==> src/rtl/acc_pkg.sv <==
// Purpose: Shared constants for the converter calibration control block
// Assumes: 8-bit special-function register bus, 12-bit converter results
// Notes:   Offsets, field positions, reset values and codes live here only
package acc_pkg;

  localparam int          ACC_DATA_W       = 8;
  localparam int          ACC_RES_W        = 12;
  localparam logic [7:0]  ACC_CAL_ADDR     = 8'hf5;
  localparam logic [7:0]  ACC_CAL_RESET    = 8'h00;

  // Field positions of the calibration control register
  localparam int          ACC_BUSY_BIT     = 7;
  localparam int          ACC_GNCL_BIT     = 6;
  localparam int          ACC_AVG_HI       = 5;
  localparam int          ACC_AVG_LO       = 4;
  localparam int          ACC_RSV3_BIT     = 3;
  localparam int          ACC_RSV2_BIT     = 2;
  localparam int          ACC_TYPE_BIT     = 1;
  localparam int          ACC_START_BIT    = 0;

  // Averaging select codes and reading counts
  localparam logic [1:0]  ACC_AVG_SEL_15   = 2'h0;
  localparam logic [1:0]  ACC_AVG_SEL_1    = 2'h1;
  localparam logic [1:0]  ACC_AVG_SEL_31   = 2'h2;
  localparam logic [1:0]  ACC_AVG_SEL_63   = 2'h3;
  localparam logic [6:0]  ACC_AVG_N_15     = 7'h0f;
  localparam logic [6:0]  ACC_AVG_N_1      = 7'h01;
  localparam logic [6:0]  ACC_AVG_N_31     = 7'h1f;
  localparam logic [6:0]  ACC_AVG_N_63     = 7'h3f;

  // Upper channel-select codes
  localparam logic [3:0]  ACC_CH_GROUND    = 4'hb;
  localparam logic [3:0]  ACC_CH_VREF      = 4'hc;
  localparam logic [3:0]  ACC_CH_DMA_STOP  = 4'hf;
  localparam logic [3:0]  ACC_CH_RSV_D     = 4'hd;
  localparam logic [3:0]  ACC_CH_RSV_E     = 4'he;

  // Ideal full-scale reading used as the gain target
  localparam logic [11:0] ACC_FULL_SCALE   = 12'hfff;
  localparam logic [11:0] ACC_GAIN_RESET   = 12'h000;
  localparam logic [11:0] ACC_OFFS_RESET   = 12'h000;

  typedef enum logic [1:0] {
    ACC_IDLE = 2'b00,
    ACC_REQ  = 2'b01,
    ACC_WAIT = 2'b11,
    ACC_DONE = 2'b10
  } acc_state_type;

endpackage

==> src/rtl/acc_avg.sv <==
// Purpose: Accumulate a set of converter readings and return their mean
// Assumes: Readings arrive one per valid pulse on the system clock
// Notes:   Divides by the exact count input with a general combinational divide
`timescale 1ns/1ps
module acc_avg #(
  parameter int RES_W = 12
) (
  input  wire logic             clk_sys,
  input  wire logic             sys_rst,
  input  wire logic             clear,
  input  wire logic             sample_vld,
  input  wire logic [RES_W-1:0] sample,
  input  wire logic [6:0]       count,
  output logic [RES_W-1:0]      mean
);
  import acc_pkg::*;

  logic [RES_W+5:0] sum_r;

  // Sum width assumes at most 63 readings; narrower results make no sense
  if (RES_W < 4 || RES_W > 24) begin : g_bad_res_w
    $error("acc_avg: RES_W out of range");
  end

  always_ff @(posedge clk_sys) begin
    if (sys_rst || clear) begin
      sum_r <= '0;
    end else if (sample_vld) begin
      sum_r <= sum_r + {6'h00, sample};
    end
  end

  // Count is never zero; caller guarantees one of the four codes
  always_comb begin
    mean = RES_W'(sum_r / {{(RES_W-1){1'b0}}, count});
  end

endmodule

==> src/rtl/acc_cal_ctrl.sv <==
// Purpose: Calibration control register and calibration sequencer
// Assumes: Core writes/reads the register on its own SFR port, one clock
// Notes:   Converter handshake is req/done; corrections go to the datapath
`timescale 1ns/1ps

// What this block does
// - Code 1011 routes analog ground, 1100 the reference; 1101 and 1110 reserved.
// - All-ones channel code fetched by capture ends the capture sequence.
// - Control register at F5H, resets to 00H, no bit access.
// - Bit 7 busy set through any conversion or calibration, self-clears.
// - Bit 6 set suppresses gain calibration; clear allows it.
// - Bits 5:4 select 15, 1, 31 or 63 averaged readings.
// - Bit 1 picks offset (0) or gain (1) calibration.
// - Writing 1 to bit 0 starts calibration; clears itself when done.
module acc_cal_ctrl (
  input  wire logic                     clk_sys,
  input  wire logic                     sys_rst,
  input  wire logic [7:0]               sfr_addr,
  input  wire logic                     sfr_wr,
  input  wire logic                     sfr_rd,
  input  wire logic [7:0]               sfr_wdata,
  output logic [7:0]                    sfr_rdata,
  output logic                          sfr_sel,
  input  wire logic [3:0]               chan_sel,
  output logic                          route_ground,
  output logic                          route_vref,
  output logic                          chan_reserved,
  input  wire logic                     dma_fetch_vld,
  input  wire logic [3:0]               dma_fetch_chan,
  output logic                          dma_stop,
  input  wire logic                     conv_active,
  output logic                          cal_conv_req,
  input  wire logic                     conv_done,
  input  wire logic [acc_pkg::ACC_RES_W-1:0] conv_result,
  output logic [acc_pkg::ACC_RES_W-1:0] offset_corr,
  output logic [acc_pkg::ACC_RES_W-1:0] gain_corr,
  output logic                          cal_busy
);
  import acc_pkg::*;

  logic                 gain_cal_disable_r;
  logic [1:0]           cal_average_count_select_r;
  logic                 rsv3_r;
  logic                 rsv2_r;
  logic                 cal_type_r;
  logic                 cal_cycle_start_r;
  acc_state_type        state_r;
  acc_state_type        state_nxt;
  logic [6:0]           reads_r;
  logic [6:0]           avg_n;
  logic                 run_type_r;
  logic                 acc_clear;
  logic                 acc_vld;
  logic [ACC_RES_W-1:0] mean;
  logic [ACC_RES_W-1:0] offset_corr_r;
  logic [ACC_RES_W-1:0] gain_corr_r;
  logic [7:0]           rdata_r;
  logic                 wr_hit;
  logic                 start_req;
  logic                 suppressed;
  logic                 dma_stop_r;

  // ---------------------------------------------------------------
  // Register access
  // ---------------------------------------------------------------
  assign sfr_sel = (sfr_addr == ACC_CAL_ADDR);
  assign wr_hit  = sfr_wr && sfr_sel;

  // Whole-byte writes only; busy is not writable
  always_ff @(posedge clk_sys) begin
    if (sys_rst) begin
      gain_cal_disable_r         <= ACC_CAL_RESET[ACC_GNCL_BIT];
      cal_average_count_select_r <= ACC_CAL_RESET[ACC_AVG_HI:ACC_AVG_LO];
      rsv3_r                     <= ACC_CAL_RESET[ACC_RSV3_BIT];
      rsv2_r                     <= ACC_CAL_RESET[ACC_RSV2_BIT];
      cal_type_r                 <= ACC_CAL_RESET[ACC_TYPE_BIT];
    end else if (wr_hit) begin
      gain_cal_disable_r         <= sfr_wdata[ACC_GNCL_BIT];
      cal_average_count_select_r <= sfr_wdata[ACC_AVG_HI:ACC_AVG_LO];
      // Stored as written; software is expected to keep 0 here
      rsv3_r                     <= sfr_wdata[ACC_RSV3_BIT];
      // Accepted as written; a start with this bit low still runs
      rsv2_r                     <= sfr_wdata[ACC_RSV2_BIT];
      cal_type_r                 <= sfr_wdata[ACC_TYPE_BIT];
    end
  end

  // Start bit: a write of 1 while idle starts a cycle. Completion clears
  // it; completion and a new write of 1 cannot coincide since a write
  // during a running cycle is ignored for this bit.
  assign start_req = wr_hit && sfr_wdata[ACC_START_BIT] &&
                     (state_r == ACC_IDLE);

  always_ff @(posedge clk_sys) begin
    if (sys_rst) begin
      cal_cycle_start_r <= ACC_CAL_RESET[ACC_START_BIT];
    end else if (start_req) begin
      cal_cycle_start_r <= 1'b1;
    end else if (state_r == ACC_DONE) begin
      cal_cycle_start_r <= 1'b0;
    end
  end

  assign cal_busy = (state_r != ACC_IDLE) || conv_active;

  always_ff @(posedge clk_sys) begin
    if (sys_rst) begin
      rdata_r <= ACC_CAL_RESET;
    end else if (sfr_rd && sfr_sel) begin
      rdata_r <= {cal_busy, gain_cal_disable_r, cal_average_count_select_r,
                  rsv3_r, rsv2_r, cal_type_r, cal_cycle_start_r};
    end
  end
  assign sfr_rdata = rdata_r;

  // ---------------------------------------------------------------
  // Channel code decode
  // ---------------------------------------------------------------
  assign route_ground  = (chan_sel == ACC_CH_GROUND);
  assign route_vref    = (chan_sel == ACC_CH_VREF);
  assign chan_reserved = (chan_sel == ACC_CH_RSV_D) ||
                         (chan_sel == ACC_CH_RSV_E);

  always_ff @(posedge clk_sys) begin
    if (sys_rst) begin
      dma_stop_r <= 1'b0;
    end else begin
      dma_stop_r <= dma_fetch_vld && (dma_fetch_chan == ACC_CH_DMA_STOP);
    end
  end
  assign dma_stop = dma_stop_r;

  // ---------------------------------------------------------------
  // Calibration sequencer
  // ---------------------------------------------------------------
  // Count follows the stored select live; rewriting the select during a
  // run changes where that run stops, so software should not do that
  always_comb begin
    unique case (cal_average_count_select_r)
      ACC_AVG_SEL_15: avg_n = ACC_AVG_N_15;
      ACC_AVG_SEL_1:  avg_n = ACC_AVG_N_1;
      ACC_AVG_SEL_31: avg_n = ACC_AVG_N_31;
      ACC_AVG_SEL_63: avg_n = ACC_AVG_N_63;
    endcase
  end

  // A gain run with gain calibration disabled ends at once, no readings.
  // The disable bit is taken from the start write itself, so a single
  // write can both set the disable and request the suppressed run.
  assign suppressed = sfr_wdata[ACC_TYPE_BIT] &&
                      sfr_wdata[ACC_GNCL_BIT];

  always_comb begin
    state_nxt = state_r;
    unique case (state_r)
      ACC_IDLE: if (start_req) state_nxt = suppressed ? ACC_DONE : ACC_REQ;
      ACC_REQ:  state_nxt = ACC_WAIT;
      ACC_WAIT: if (conv_done) begin
        state_nxt = (reads_r == avg_n - 7'h01) ? ACC_DONE : ACC_REQ;
      end
      ACC_DONE: state_nxt = ACC_IDLE;
    endcase
  end

  always_ff @(posedge clk_sys) begin
    if (sys_rst) begin
      state_r <= ACC_IDLE;
    end else begin
      state_r <= state_nxt;
    end
  end

  // Readings are counted as they complete; comparing against count minus
  // one lets the last done step straight into DONE
  always_ff @(posedge clk_sys) begin
    if (sys_rst) begin
      reads_r    <= 7'h00;
      run_type_r <= 1'b0;
    end else if (start_req) begin
      reads_r    <= 7'h00;
      run_type_r <= sfr_wdata[ACC_TYPE_BIT];
    end else if (state_r == ACC_WAIT && conv_done) begin
      reads_r    <= reads_r + 7'h01;
    end
  end

  assign cal_conv_req = (state_r == ACC_REQ);
  assign acc_clear    = start_req;
  assign acc_vld      = (state_r == ACC_WAIT) && conv_done;

  acc_avg #(
    .RES_W (ACC_RES_W)
  ) u_avg (
    .clk_sys    (clk_sys),
    .sys_rst    (sys_rst),
    .clear      (acc_clear),
    .sample_vld (acc_vld),
    .sample     (conv_result),
    .count      (avg_n),
    .mean       (mean)
  );

  // ---------------------------------------------------------------
  // Correction store
  // ---------------------------------------------------------------
  // Offset stores the mean zero reading; gain stores the shortfall from
  // full scale, both subtracted/added by the conversion datapath
  always_ff @(posedge clk_sys) begin
    if (sys_rst) begin
      offset_corr_r <= ACC_OFFS_RESET;
      gain_corr_r   <= ACC_GAIN_RESET;
    end else if (state_r == ACC_DONE && reads_r != 7'h00) begin
      if (run_type_r) begin
        gain_corr_r   <= ACC_FULL_SCALE - mean;
      end else begin
        offset_corr_r <= mean;
      end
    end
  end
  assign offset_corr = offset_corr_r;
  assign gain_corr   = gain_corr_r;

endmodule

==> config.mk <==
export PLATFORM = sky130hd
export DESIGN_NAME = acc_cal_ctrl
export DESIGN_NICKNAME = d
export VERILOG_FILES = /design/src/rtl/acc_pkg.sv /design/src/rtl/acc_avg.sv /design/src/rtl/acc_cal_ctrl.sv
export SDC_FILE = /design/constraint.sdc
export NUM_CORES = 1
export LEC_CHECK = 0
export ABC_CLOCK_PERIOD_IN_PS = 55200
export CAP_MARGIN = 20
export CORE_UTILIZATION = 54
export DETAILED_ROUTE_END_ITERATION = 12
export DONT_BUFFER_PORTS = 1
export PLACE_DENSITY_LB_ADDON = 0.1
export SYNTH_ARGS = -nofsm -noshare
export SYNTH_HDL_FRONTEND = slang
export SYNTH_HIERARCHICAL = 1
export SYNTH_SLANG_ARGS = --single-unit
==> constraint.sdc <==
create_clock -name clk_sys -period 55.2 [get_ports clk_sys]
set_clock_uncertainty 0.2 [all_clocks]
set_input_delay 2.76 -clock clk_sys [delete_from_list [all_inputs] [get_ports clk_sys]]
set_output_delay 2.76 -clock clk_sys [all_outputs]
set_load 0.01 [all_outputs]
# == Word-level counts from Yosys, hierarchy flattened ==
# Index checks and enable logic that the tools add are counted.
# classes
bitwise,1
reduce_logical,20
n_div,1
addsub,4
n_eq_ne,15
mux,8
# ops
op,n
case mux 7 bit (4 select lines),1
"equality test 4 bit, second input constant",5
adder 18 x 12 -> 18 bit,1
divider 18 x 7 -> 18 bit,1
"subtractor 12 bit, first input constant",1
"equality test 2 bit, second input constant",4
"equality test 8 bit, second input constant",1
logical AND 1 bit,8
2-to-1 mux 2 bit,4
case mux 2 bit (4 select lines),1
"adder 7 x 1 -> 7 bit, second input constant",1
equality test 7 bit,1
nonzero test 7 bit,1
"subtractor 7 x 1 -> 7 bit, second input constant",1
AND reduction 2 bit,3
"equality test 2 x 1 -> 1 bit, second input constant",2
logical NOT 2 bit,2
nonzero test 2 bit,2
logical OR 1 bit,3
2-to-1 mux 1 bit,2
"inequality test 2 x 1 -> 1 bit, second input constant",1
"inequality test 2 bit, second input constant",1
OR reduction 2 bit,1
inverter 1 bit,1
# totals
word_cells,63
ff_bits,68

# == Logic depth before layout (Yosys ltp) ==
# Gate-level depths: netlist of the first run.
# logic_depth
ltp_word,7
ltp_mapped,193

# == Modules after synthesis ==
# The synthesis of the first run kept the hierarchy.
# by_module_without_submodules
module,cells_per_inst,instances,seq_area_each_um2,area_each_um2
acc_avg,1072,1,360.3,7788.7
acc_cal_ctrl,224,1,1001.0,2117.0

# == Worst setup path before layout of the first run ==
# OpenSTA, ideal clock, no wires.
# synth_timing
path_kind,reg2reg
from,register cal_average_count_select_r[1]
to,"register offset_corr_r[0], in the netlist offset_corr[0]"
stages_incl_launch_ff,181
setup_time_ns,0.128
setup_slack_ns,20.264
period_less_slack_ns,34.936
n_path_buf,10
t_arrival_ns,34.609
cell_sequence,dfxtp_1 nand2b_1 or4_1 buf_2 nand2b_4 nor2_1 a21oi_1 ha_1 nor4b_1 a211oi_1 mux2i_1 a21oi_1 ha_1 a211oi_1 a211oi_2 a221oi_1 a21o_1 ha_1 (+145 left out) nand2_1 a211o_1 nor4b_4 and2_1 buf_4 mux2i_1 ha_1 a21o_1 a21o_1 a21oi_1 nor2b_1 o21ai_0 nand2b_1 a211oi_1 o2111ai_1 a211o_1 mux2i_1 nor2_1
# synth_between
elab_chain_cells,3
# synth_lines
item,line,rtl
from (decl),acc_cal_ctrl.sv:42,logic [1:0] cal_average_count_select_r;
from (signal assigned),acc_cal_ctrl.sv:73,cal_average_count_select_r <= ACC_CAL_RESET[ACC_AVG_HI:ACC_AVG_LO];
from (signal assigned),acc_cal_ctrl.sv:79,cal_average_count_select_r <= sfr_wdata[ACC_AVG_HI:ACC_AVG_LO];
"equality test 2 bit, or another cell as far along",acc_cal_ctrl.sv:139,unique case (cal_average_count_select_r)
case mux 7 bit (4 select lines) (*),acc_cal_ctrl.sv:139,
named net avg_n[1],acc_cal_ctrl.sv:50,logic [6:0] avg_n;
divider 18 x 7 -> 18 bit (*),acc_avg.sv:35,"mean = RES_W'(sum_r / {{(RES_W-1){1'b0}}, count});"
named net mean[0],acc_cal_ctrl.sv:54,logic [ACC_RES_W-1:0] mean;
to (signal assigned),acc_cal_ctrl.sv:216,offset_corr_r <= mean;
to (decl),acc_cal_ctrl.sv:55,logic [ACC_RES_W-1:0] offset_corr_r;
# Mark *: on every way through the listed nets, which the timed path passes. The rest lies on a longest branch. The select of a mux whose other input is x is not followed.
# A chain may end at the register's enable or synchronous reset.

# == Final worst setup path of the first run ==
# Ends and elaborated chain as after synthesis.

==> flow_summary.ini, run 1 <==
[run_status]
status = complete, no violations

[synth]
synth_compound_area_share_pct = 27.8
synth-xor-area-share_pct = 5.04
synth.distinct_cells = 111
yosysWarnings = 6
ys.flop_type = dfxtp_1
async_reset_ff_share_pct = 0
synthTopCellsByArea = ha_1 15%, dfxtp_1 14%, nor2_1 6.4%, mux2i_1 5.7%, o21a_1 4.3%
synth_top_area_share_pct = 15.3
synth_top_family_by_area = compound AO/OA/AOI/OAI gates
ys_seq_area_share_pct = 13.7
synth_edf_count = 0
yosys.area.top_type = ha_1
postSynthCellCount = 1296
synth_seq_cells = 68
syn_avg_cell_area_sq_um = 7.64
synth_mux_area_share_pct = 7.70
synth_simple_gate_area_share_pct = 25.9
synth_fa_ha_area_share_pct = 15.5
netlist_area_sq_um = 9910

[drt]
remaining_drc_errors = 0
ant_nets = 0
drt_pass1_iterations = 5
vias = 9188
routed_wl_microns = 23900
wl_per_cell_microns = 15.9
drtIter0Drc = 496
avgViaCountPerCell = 6.11

[setup_path]
end_kind = flip-flop
cp_common_cell = o21a_1
required_ps = 55220
cp_max_fo = 17
cp.arrival_ps = 42820
r2r_end = offset_corr[0]
setup.worst_path.start = cal_average_count_select_r[1]
rr_worst_depth = 173
setup.worst_path.class = flip-flop to flip-flop
worst_path_largest_cell_delay_ps = 750
r2r-start = cal_average_count_select_r[1]
start_kind = flip-flop
regToRegSetupSlack_ps = 12400
cp_slowest_cell = or4_1
cp-endpoint = offset_corr[0]

[sta]
fmax_ghz = 0.0234
slew_violations = 0
worstMarginPinSlew_ps = 900
min_period_ps = 42800
hold_viol_final = 0
rsz0062_at_grt = no
fin_crit_sh_pct = 77.5
tns_ps = 0
relSlewSlack_pct = 39.7
setup_viol = 0

[floorplanning]
row_count = 49
die_x_microns = 137
pin_count = 82
initial_core_util_pct = 55.1
die_area_sq_um = 18900
dieHeight_microns = 137
core_sq_um = 18000

[placed_design]
port_buffers = 0
gp_congestion = 0.876
dp_hpwl_microns = 19100

[clock_tree]
clk_latency_ps = 330
ctsRootBufferMaster = clkbuf_16
post-cts-setup-buffers = 0
cts_buffer_depth = 2
numCtsBuffers = 9
cts_tree = yes
cts_hold_buf = 0
clk_pin_slew_worst_paths_ps = 60
cts_resized = 0
clock-sinks = 68
htree_levels = 3

[cells_and_area]
antennaDiodeCount = 0
fin_util_pct = 57.5
fin_nets = 1434
syn2layout_area_growth_pct = 4.35
drive_above_1_share_pct = 8.32

[worst_hold_path]
hold_class = flip-flop to flip-flop
hold_depth = 2

[power]
leakage_nw = 4.75
irDropWorstVdd_mv = 0.0210
power_density_nw_per_um2 = 11.5

[global_route]
grt_pass1_vias = 8422
grt_pass1_wl_microns = 39900
antenna_found_initial = 0
grt_max_degree = 47
overflow = 0
grt_usage_pct = 25.8

[flow_run]
cap_violations = 0
==> routing by layer <==
layer	global-route usage [%]	vias to the layer above	part of all wire, %
met2	41.4	172	44
met3	4.30	14	5.0
met5	0	-	0
met1	36.1	4222	50
met4	4.52	0	0.62
li1	-	4780	-
==> through the flow <==
| step | area (sq um) | worst slack, ps | hold slack (ps) | cells | power, mW |
|---|---|---|---|---|---|
| 4_1_cts | 10300 | 12800 | 297 | 1503 | 0.120 |
| 3_3_place_gp | 10000 | 13380 | 272 | 1487 | 0.0565 |
| 5_1_grt | 10300 | 8750 | 316 | 1503 | 0.124 |
| 6_report | 10300 | 12400 | 292 | 1503 | 0.119 |
| 3_5_place_dp | 10000 | 13000 | 283 | 1487 | 0.0566 |
| 2_1_floorplan | 9940 | 20260 | 260 | 1304 | 0.0562 |
==> flip-flops by register name, summed over array words and instances, names as in the netlist <==
signal                      count
reads_r                         7
u_avg/sum_r                    18
state_r                         2
cal_type_r                      1
dma_stop                        1
run_type_r                      1
offset_corr                    12
rsv3_r                          1
cal_cycle_start_r               1
sfr_rdata                       8
gain_corr                      12
cal_average_count_select_r      2
rsv2_r                          1
gain_cal_disable_r              1
==> cell usage in the layout, fill, tap and decap left out, types with 13 or more instances in the layout <==
cell,count
o31ai_1,23
ha_1,121
nor3_1,63
or3_1,20
and2_1,13
nand2_1,81
xor2_1,27
mux2i_1,56
nand3_1,39
nand4_1,16
a21oi_1,69
nand2b_1,20
dfxtp_1,68
mux2_2,14
o21ai_0,48
inv_1,40
or2_2,15
nor2_1,170
a21o_1,22
xnor2_1,30
o21a_1,57
o211ai_1,15
==> worst min-delay path by stage <==
stage	startpoint	endpoint	slack (ps)
after CTS	sfr_rdata[5]	sfr_rdata[5]	300
after global routing	rsv2_r	rsv2_r	320
final	rsv3_r	rsv3_r	290
after floorplan	cal_type_r	sfr_rdata[1]	260
after detailed placement	cal_cycle_start_r	sfr_rdata[0]	280
after global placement	rsv2_r	sfr_rdata[2]	270
==> worst max-delay path, delay by kind of cell, from the launching register on <==
kind	cells	cell delay [ps]
buffers and inverters	9	2020
adders and majority gates	17	5180
DFF	1	410
AOI/OAI and AO/OA	98	21540
muxes	4	750
and+or+nand+nor	45	12530
==> cell usage after synthesis, types with 22 or more instances <==
cell and instances:
inv_1 40, a21oi_1 69, xor2_1 27, nand3_1 39
nor3_1 63, o21ai_0 48, nand2_1 81, o31ai_1 23
ha_1 121, o21a_1 57, mux2i_1 56, dfxtp_1 68
nor2_1 170, clkbuf_1 28, a21o_1 22, xnor2_1 30
==> logic make-up (layout without fill, tap and decap cells) <==
logic type	Yosys count	count (layout)
AND/OR/NAND/NOR	507	507
AO/OA/AOI/OAI	371	371
adder cells (fa/ha/maj)	122	122
buffers and inverters	96	66
multiplexers	73	73
flip-flops	68	68
XOR/XNOR	57	57
other	2	10
==> where the power goes <==
part	switching [mW]	leakage [nW]	internal [mW]
combinational	0.00412	4.04	0.00260
clock	0.0218	0.164	0.0412
sequential	0.0000170	0.547	0.0491
total	0.0260	4.75	0.0929
==> area by class of cell <==
class	instances	area (sq um)
Clock buffer	10	239
Clock inverter	6	95.1
Fill cell	1732	7630
Inverter	48	180
Multi-Input combinational cell	1140	8160
Sequential cell	68	1360
Tap cell	229	287
Timing Repair Buffer	2	15.0
Power figures use the tool's default switching activity.
==> inputs of run 2 (changes only) <==
--- a/config.mk
+++ b/config.mk
@@ -5,7 +5,7 @@
 export SDC_FILE = /design/constraint.sdc
 export NUM_CORES = 1
 export LEC_CHECK = 0
-export ABC_CLOCK_PERIOD_IN_PS = 55200
+export ABC_CLOCK_PERIOD_IN_PS = 42700
 export CAP_MARGIN = 20
 export CORE_UTILIZATION = 54
 export DETAILED_ROUTE_END_ITERATION = 12
==> constraint.sdc (replaced) <==
create_clock -name clk_sys -period 42.7 [get_ports clk_sys]
set_clock_uncertainty 0.2 [all_clocks]
set_input_delay 2.135 -clock clk_sys [delete_from_list [all_inputs] [get_ports clk_sys]]
set_output_delay 2.135 -clock clk_sys [all_outputs]
set_load 0.01 [all_outputs]
==> flow_summary.ini, run 2 (same netlist as run 1, synthesis figures left out) <==
[setup_path]
start_kind = flip-flop
cp_max_fo = 15
regToRegSetupSlack_ps = 2920
cp_slowest_cell = or4_1
required_ps = 42730
r2r_end = offset_corr[0]
worst_path_largest_cell_delay_ps = 720
cp.arrival_ps = 39810
cp_common_cell = o21a_1
r2r-start = cal_average_count_select_r[1]
rr_worst_depth = 175
end_kind = flip-flop
setup.worst_path.class = flip-flop to flip-flop

[cells_and_area]
fill_cells = 1703
mostFrequentLayoutCell = nor2_1
largest_reg_flops = 18
fin_cells = 1509
syn2layout_area_growth_pct = 5.19
regMostFlops = u_avg/sum_r
fin_nets = 1440
fin_util_pct = 58.0
antennaDiodeCount = 0
drive_above_1_share_pct = 10.0
final_area_sq_um = 10400
layout_common_cells = 170 x nor2_1, 121 x ha_1, 80 x nand2_1

[worst_hold_path]
hold_class = flip-flop to flip-flop
min_to = rsv3_r
hold_start = rsv3_r
hold_depth = 2

[power]
power_density_nw_per_um2 = 14.2
leakage_nw = 4.77
total_power_mw = 0.148
irDropWorstVdd_mv = 0.0331

[sta]
slew_violations = 0
min_period_ps = 39780
fmax_ghz = 0.0251
worstMarginPinSlew_ps = 860
fin_crit_sh_pct = 93.2
tns_ps = 0
relSlewSlack_pct = 42.6
hold_viol_final = 0
setup_viol = 0

[global_route]
antenna_found_initial = 0
overflow = 0
grt_usage_pct = 25.5
grt_max_degree = 47
grt_pass1_vias = 8315
grt_pass1_wl_microns = 39400

[run_status]
status = complete, no violations

[drt]
routed_wl_microns = 24300
drt_pass1_iterations = 5
ant_nets = 0
avgViaCountPerCell = 6.11
vias = 9217
remaining_drc_errors = 0
drtIter0Drc = 415
wl_per_cell_microns = 16.1

[clock_tree]
numCtsBuffers = 9
cts_buffer_depth = 2
cts_tree = yes
clock-sinks = 68
htree_levels = 3
ctsRootBufferMaster = clkbuf_16
clk_latency_ps = 330
clk_pin_slew_worst_paths_ps = 60

[floorplanning]
pin_count = 82
die_area_sq_um = 18900
dieHeight_microns = 137
row_count = 49
initial_core_util_pct = 55.1
die_x_microns = 137
core_sq_um = 18000

[placed_design]
dp_hpwl_microns = 19400
port_buffers = 0
placed_cell_area_sq_um = 10000
gp_congestion = 0.877
numPlacedInstances = 1490

[flow_run]
cap_violations = 0
## run 2: power by group
part | switching [mW] | internal (mW) | total, mW
clock | 0.0301 | 0.0460 | 0.0761
sequential | 0.0000221 | 0.0635 | 0.0635
combinational | 0.00532 | 0.00337 | 0.00870
total | 0.0354 | 0.113 | 0.148
## run 2: cell type report
type                            instances  area, sq um  area share (%)
Clock buffer                            9          225            2.16
Inverter                               48          180            1.73
Multi-Input combinational cell       1140         8230            78.9
Timing Repair Buffer                    8         60.1           0.576
Tap cell                              229          287            2.75
Sequential cell                        68         1360            13.1
Clock inverter                          7         81.3           0.780
## run 2: stage by stage
stage / hold slack [ps] / setup WS (ps)
detailed placement: 281 / 1450
CTS: 294 / 1250
floorplan: 260 / 7760
global placement: 273 / 1850
finish: 296 / 2920
global route: 317 / -60.7
## run 2: worst max-delay path by stage
| stage | to | from | cells after the start | slack [ps] |
|---|---|---|---|---|
| 6_report | offset_corr[0] | cal_average_count_select_r[1] | 175 | 2920 |
| 5_1_grt | offset_corr[0] | cal_average_count_select_r[1] | 177 | -60 |
| 4_1_cts | offset_corr[0] | cal_average_count_select_r[1] | 172 | 1250 |
| 3_5_place_dp | offset_corr[0] | cal_average_count_select_r[1] | 172 | 1450 |
| 3_3_place_gp | offset_corr[0] | cal_average_count_select_r[1] | 173 | 1850 |
| 2_1_floorplan | offset_corr[0] | cal_average_count_select_r[1] | 180 | 7760 |
## run 2: layer usage
| metal | vias to the layer above | wire length [microns] | GRT usage [%] |
|---|---|---|---|
| met5 | - | 0 | 0 |
| met4 | 0 | 184 | 4.03 |
| met3 | 15 | 1170 | 3.83 |
| met2 | 174 | 10800 | 41.8 |
| met1 | 4236 | 12100 | 35.5 |
| li1 | 4792 | - | - |
## run 2: critical path, delay by kind of cell, from the launching register on
family	cells	cell delay (ps)
AO/OA/AOI/OAI	99	20710
adder cells (fa/ha/maj)	17	5010
buffers and inverters	11	1890
flip-flops	1	410
multiplexers	4	710
AND/OR/NAND/NOR	44	10680
## run 2: repair_timing
action,CTS,global route
buffers inserted,0,3
gates resized for setup,0,19
endpoints found under the setup margin,0,4
hold buffers,0,0
==> inputs of run 3 (changes only) <==
--- a/config.mk
+++ b/config.mk
@@ -7,7 +7,7 @@
 export LEC_CHECK = 0
 export ABC_CLOCK_PERIOD_IN_PS = 42700
 export CAP_MARGIN = 20
-export CORE_UTILIZATION = 54
+export CORE_UTILIZATION = 55
 export DETAILED_ROUTE_END_ITERATION = 12
 export DONT_BUFFER_PORTS = 1
 export PLACE_DENSITY_LB_ADDON = 0.1
==> flow_summary.ini, run 3 (same netlist as run 1, synthesis figures left out) <==
[flow_run]
cap_violations = 0

[global_route]
grt_usage_pct = 26.4
overflow = 0
antenna_found_initial = 0
grt_pass1_wl_microns = 40100
grt_max_degree = 47
grt_pass1_vias = 8397

[setup_path]
worst_path_largest_cell_delay_ps = 640
cp_top_family = compound AO/OA/AOI/OAI gates
required_ps = 42740
cp_common_cell = o21a_1
cp_max_fo = 15
setup.worst_path.class = flip-flop to flip-flop
cp_slowest_cell = o32ai_1
end_kind = flip-flop
cp.arrival_ps = 39560
path_buf_inv = 9
start_kind = flip-flop

[power]
switching_share_pct = 23.9
p_int_mw = 0.113
power_density_nw_per_um2 = 14.2
irDropWorstVdd_mv = 0.0344
seqPwrFrac_pct = 42.8
leakage_nw = 4.77
p_comb_share_pct = 5.9
power.switching_mw = 0.0355
clkPwrFrac_pct = 51.3

[cells_and_area]
layout_common_cells = 170 x nor2_1, 121 x ha_1, 80 x nand2_1
drive_above_1_share_pct = 10.1
syn2layout_area_growth_pct = 5.15
mostFrequentLayoutCell = nor2_1
fin_util_pct = 59.8
final_area_sq_um = 10400
antennaDiodeCount = 0
regMostFlops = u_avg/sum_r
largest_reg_flops = 18
fin_nets = 1439

[sta]
hold_viol_final = 0
setup_viol = 0
min_period_ps = 39530
fin_crit_sh_pct = 92.6
slew_violations = 0
fmax_ghz = 0.0253
tns_ps = 0
worstMarginPinSlew_ps = 818
relSlewSlack_pct = 45.4

[clock_tree]
cts_hold_buf = 0
cts_tree = yes
clk_pin_slew_worst_paths_ps = 60
cts_buffer_depth = 2
numCtsBuffers = 9
htree_levels = 3
clock-sinks = 68
ctsRootBufferMaster = clkbuf_16
clk_latency_ps = 340

[floorplanning]
die_area_sq_um = 18600
row_count = 48
initial_core_util_pct = 56.9
die_x_microns = 136
dieHeight_microns = 136
pin_count = 82
core_sq_um = 17400

[drt]
avgViaCountPerCell = 6.16
ant_nets = 0
wl_per_cell_microns = 16.1
remaining_drc_errors = 0
routed_wl_microns = 24200
drtIter0Drc = 522
vias = 9272
drt_pass1_iterations = 5

[worst_hold_path]
hold_class = flip-flop to flip-flop

[run_status]
status = complete, no violations

[placed_design]
port_buffers = 0
placed_cell_area_sq_um = 10000
gp_congestion = 0.904
dp_hpwl_microns = 19300
==> run 3: worst paths after layout <==
| check | from | endpoint | cells past startpoint | slack (ps) |
|---|---|---|---|---|
| max | cal_average_count_select_r[1] | offset_corr[0] | 172 | 3170 |
| min | cal_type_r | sfr_rdata[1] | 2 | 300 |
| max reg2reg | cal_average_count_select_r[1] | offset_corr[0] | 172 | 3170 |
| min reg2reg | cal_type_r | sfr_rdata[1] | 2 | 300 |
==> run 3: power groups by stage <==
stage	clock network (mW)	registers (mW)	logic, mW
3_5_place_dp	0	0.0649	0.00840
5_1_grt	0.0798	0.0634	0.00990
3_3_place_gp	0	0.0649	0.00818
2_1_floorplan	0	0.0649	0.00773
6_report	0.0760	0.0635	0.00882
4_1_cts	0.0774	0.0635	0.00844
==> run 3: routing by layer <==
layer  wire [microns]  global-route usage, %  up-vias
met4              158                   4.57        0
met5                0                      0        -
met3             1210                   4.70       14
met2            10800                   42.9      177
met1            12100                   36.5     4294
li1                 -                      -     4787
==> run 3: final cells by class <==
class                   instances  area [sq um]
repair buffers                  7          52.6
clock buffers                   9           225
clock inverters                 7          81.3
fillers                      1667          7000
multi-input cells            1140          8230
well taps                     225           282
flip-flops and latches         68          1360
inverters                      48           184
==> run 3: worst min-delay path, stage by stage (launching register included) <==
cell     delay [ps]
dfxtp_1         330
mux2i_1          70
nor2_1           70
==> run 3: timing repair <==
| action | CTS | global route |
|---|---|---|
| buffers inserted | 0 | 3 |
| endpoints found under the setup margin | 0 | 4 |
| gates resized for setup | 0 | 21 |
==> run 3: per-stage QoR <==
| step | setup WS [ps] | power [mW] | instances | hold slack [ps] |
|---|---|---|---|---|
| 3_5_place_dp | 1350 | 0.0733 | 1485 | 284 |
| 5_1_grt | -155 | 0.153 | 1504 | 317 |
| 2_1_floorplan | 7760 | 0.0726 | 1304 | 260 |
| 6_report | 3170 | 0.148 | 1504 | 299 |
| 4_1_cts | 1180 | 0.149 | 1501 | 296 |
| 3_3_place_gp | 1760 | 0.0731 | 1485 | 271 |
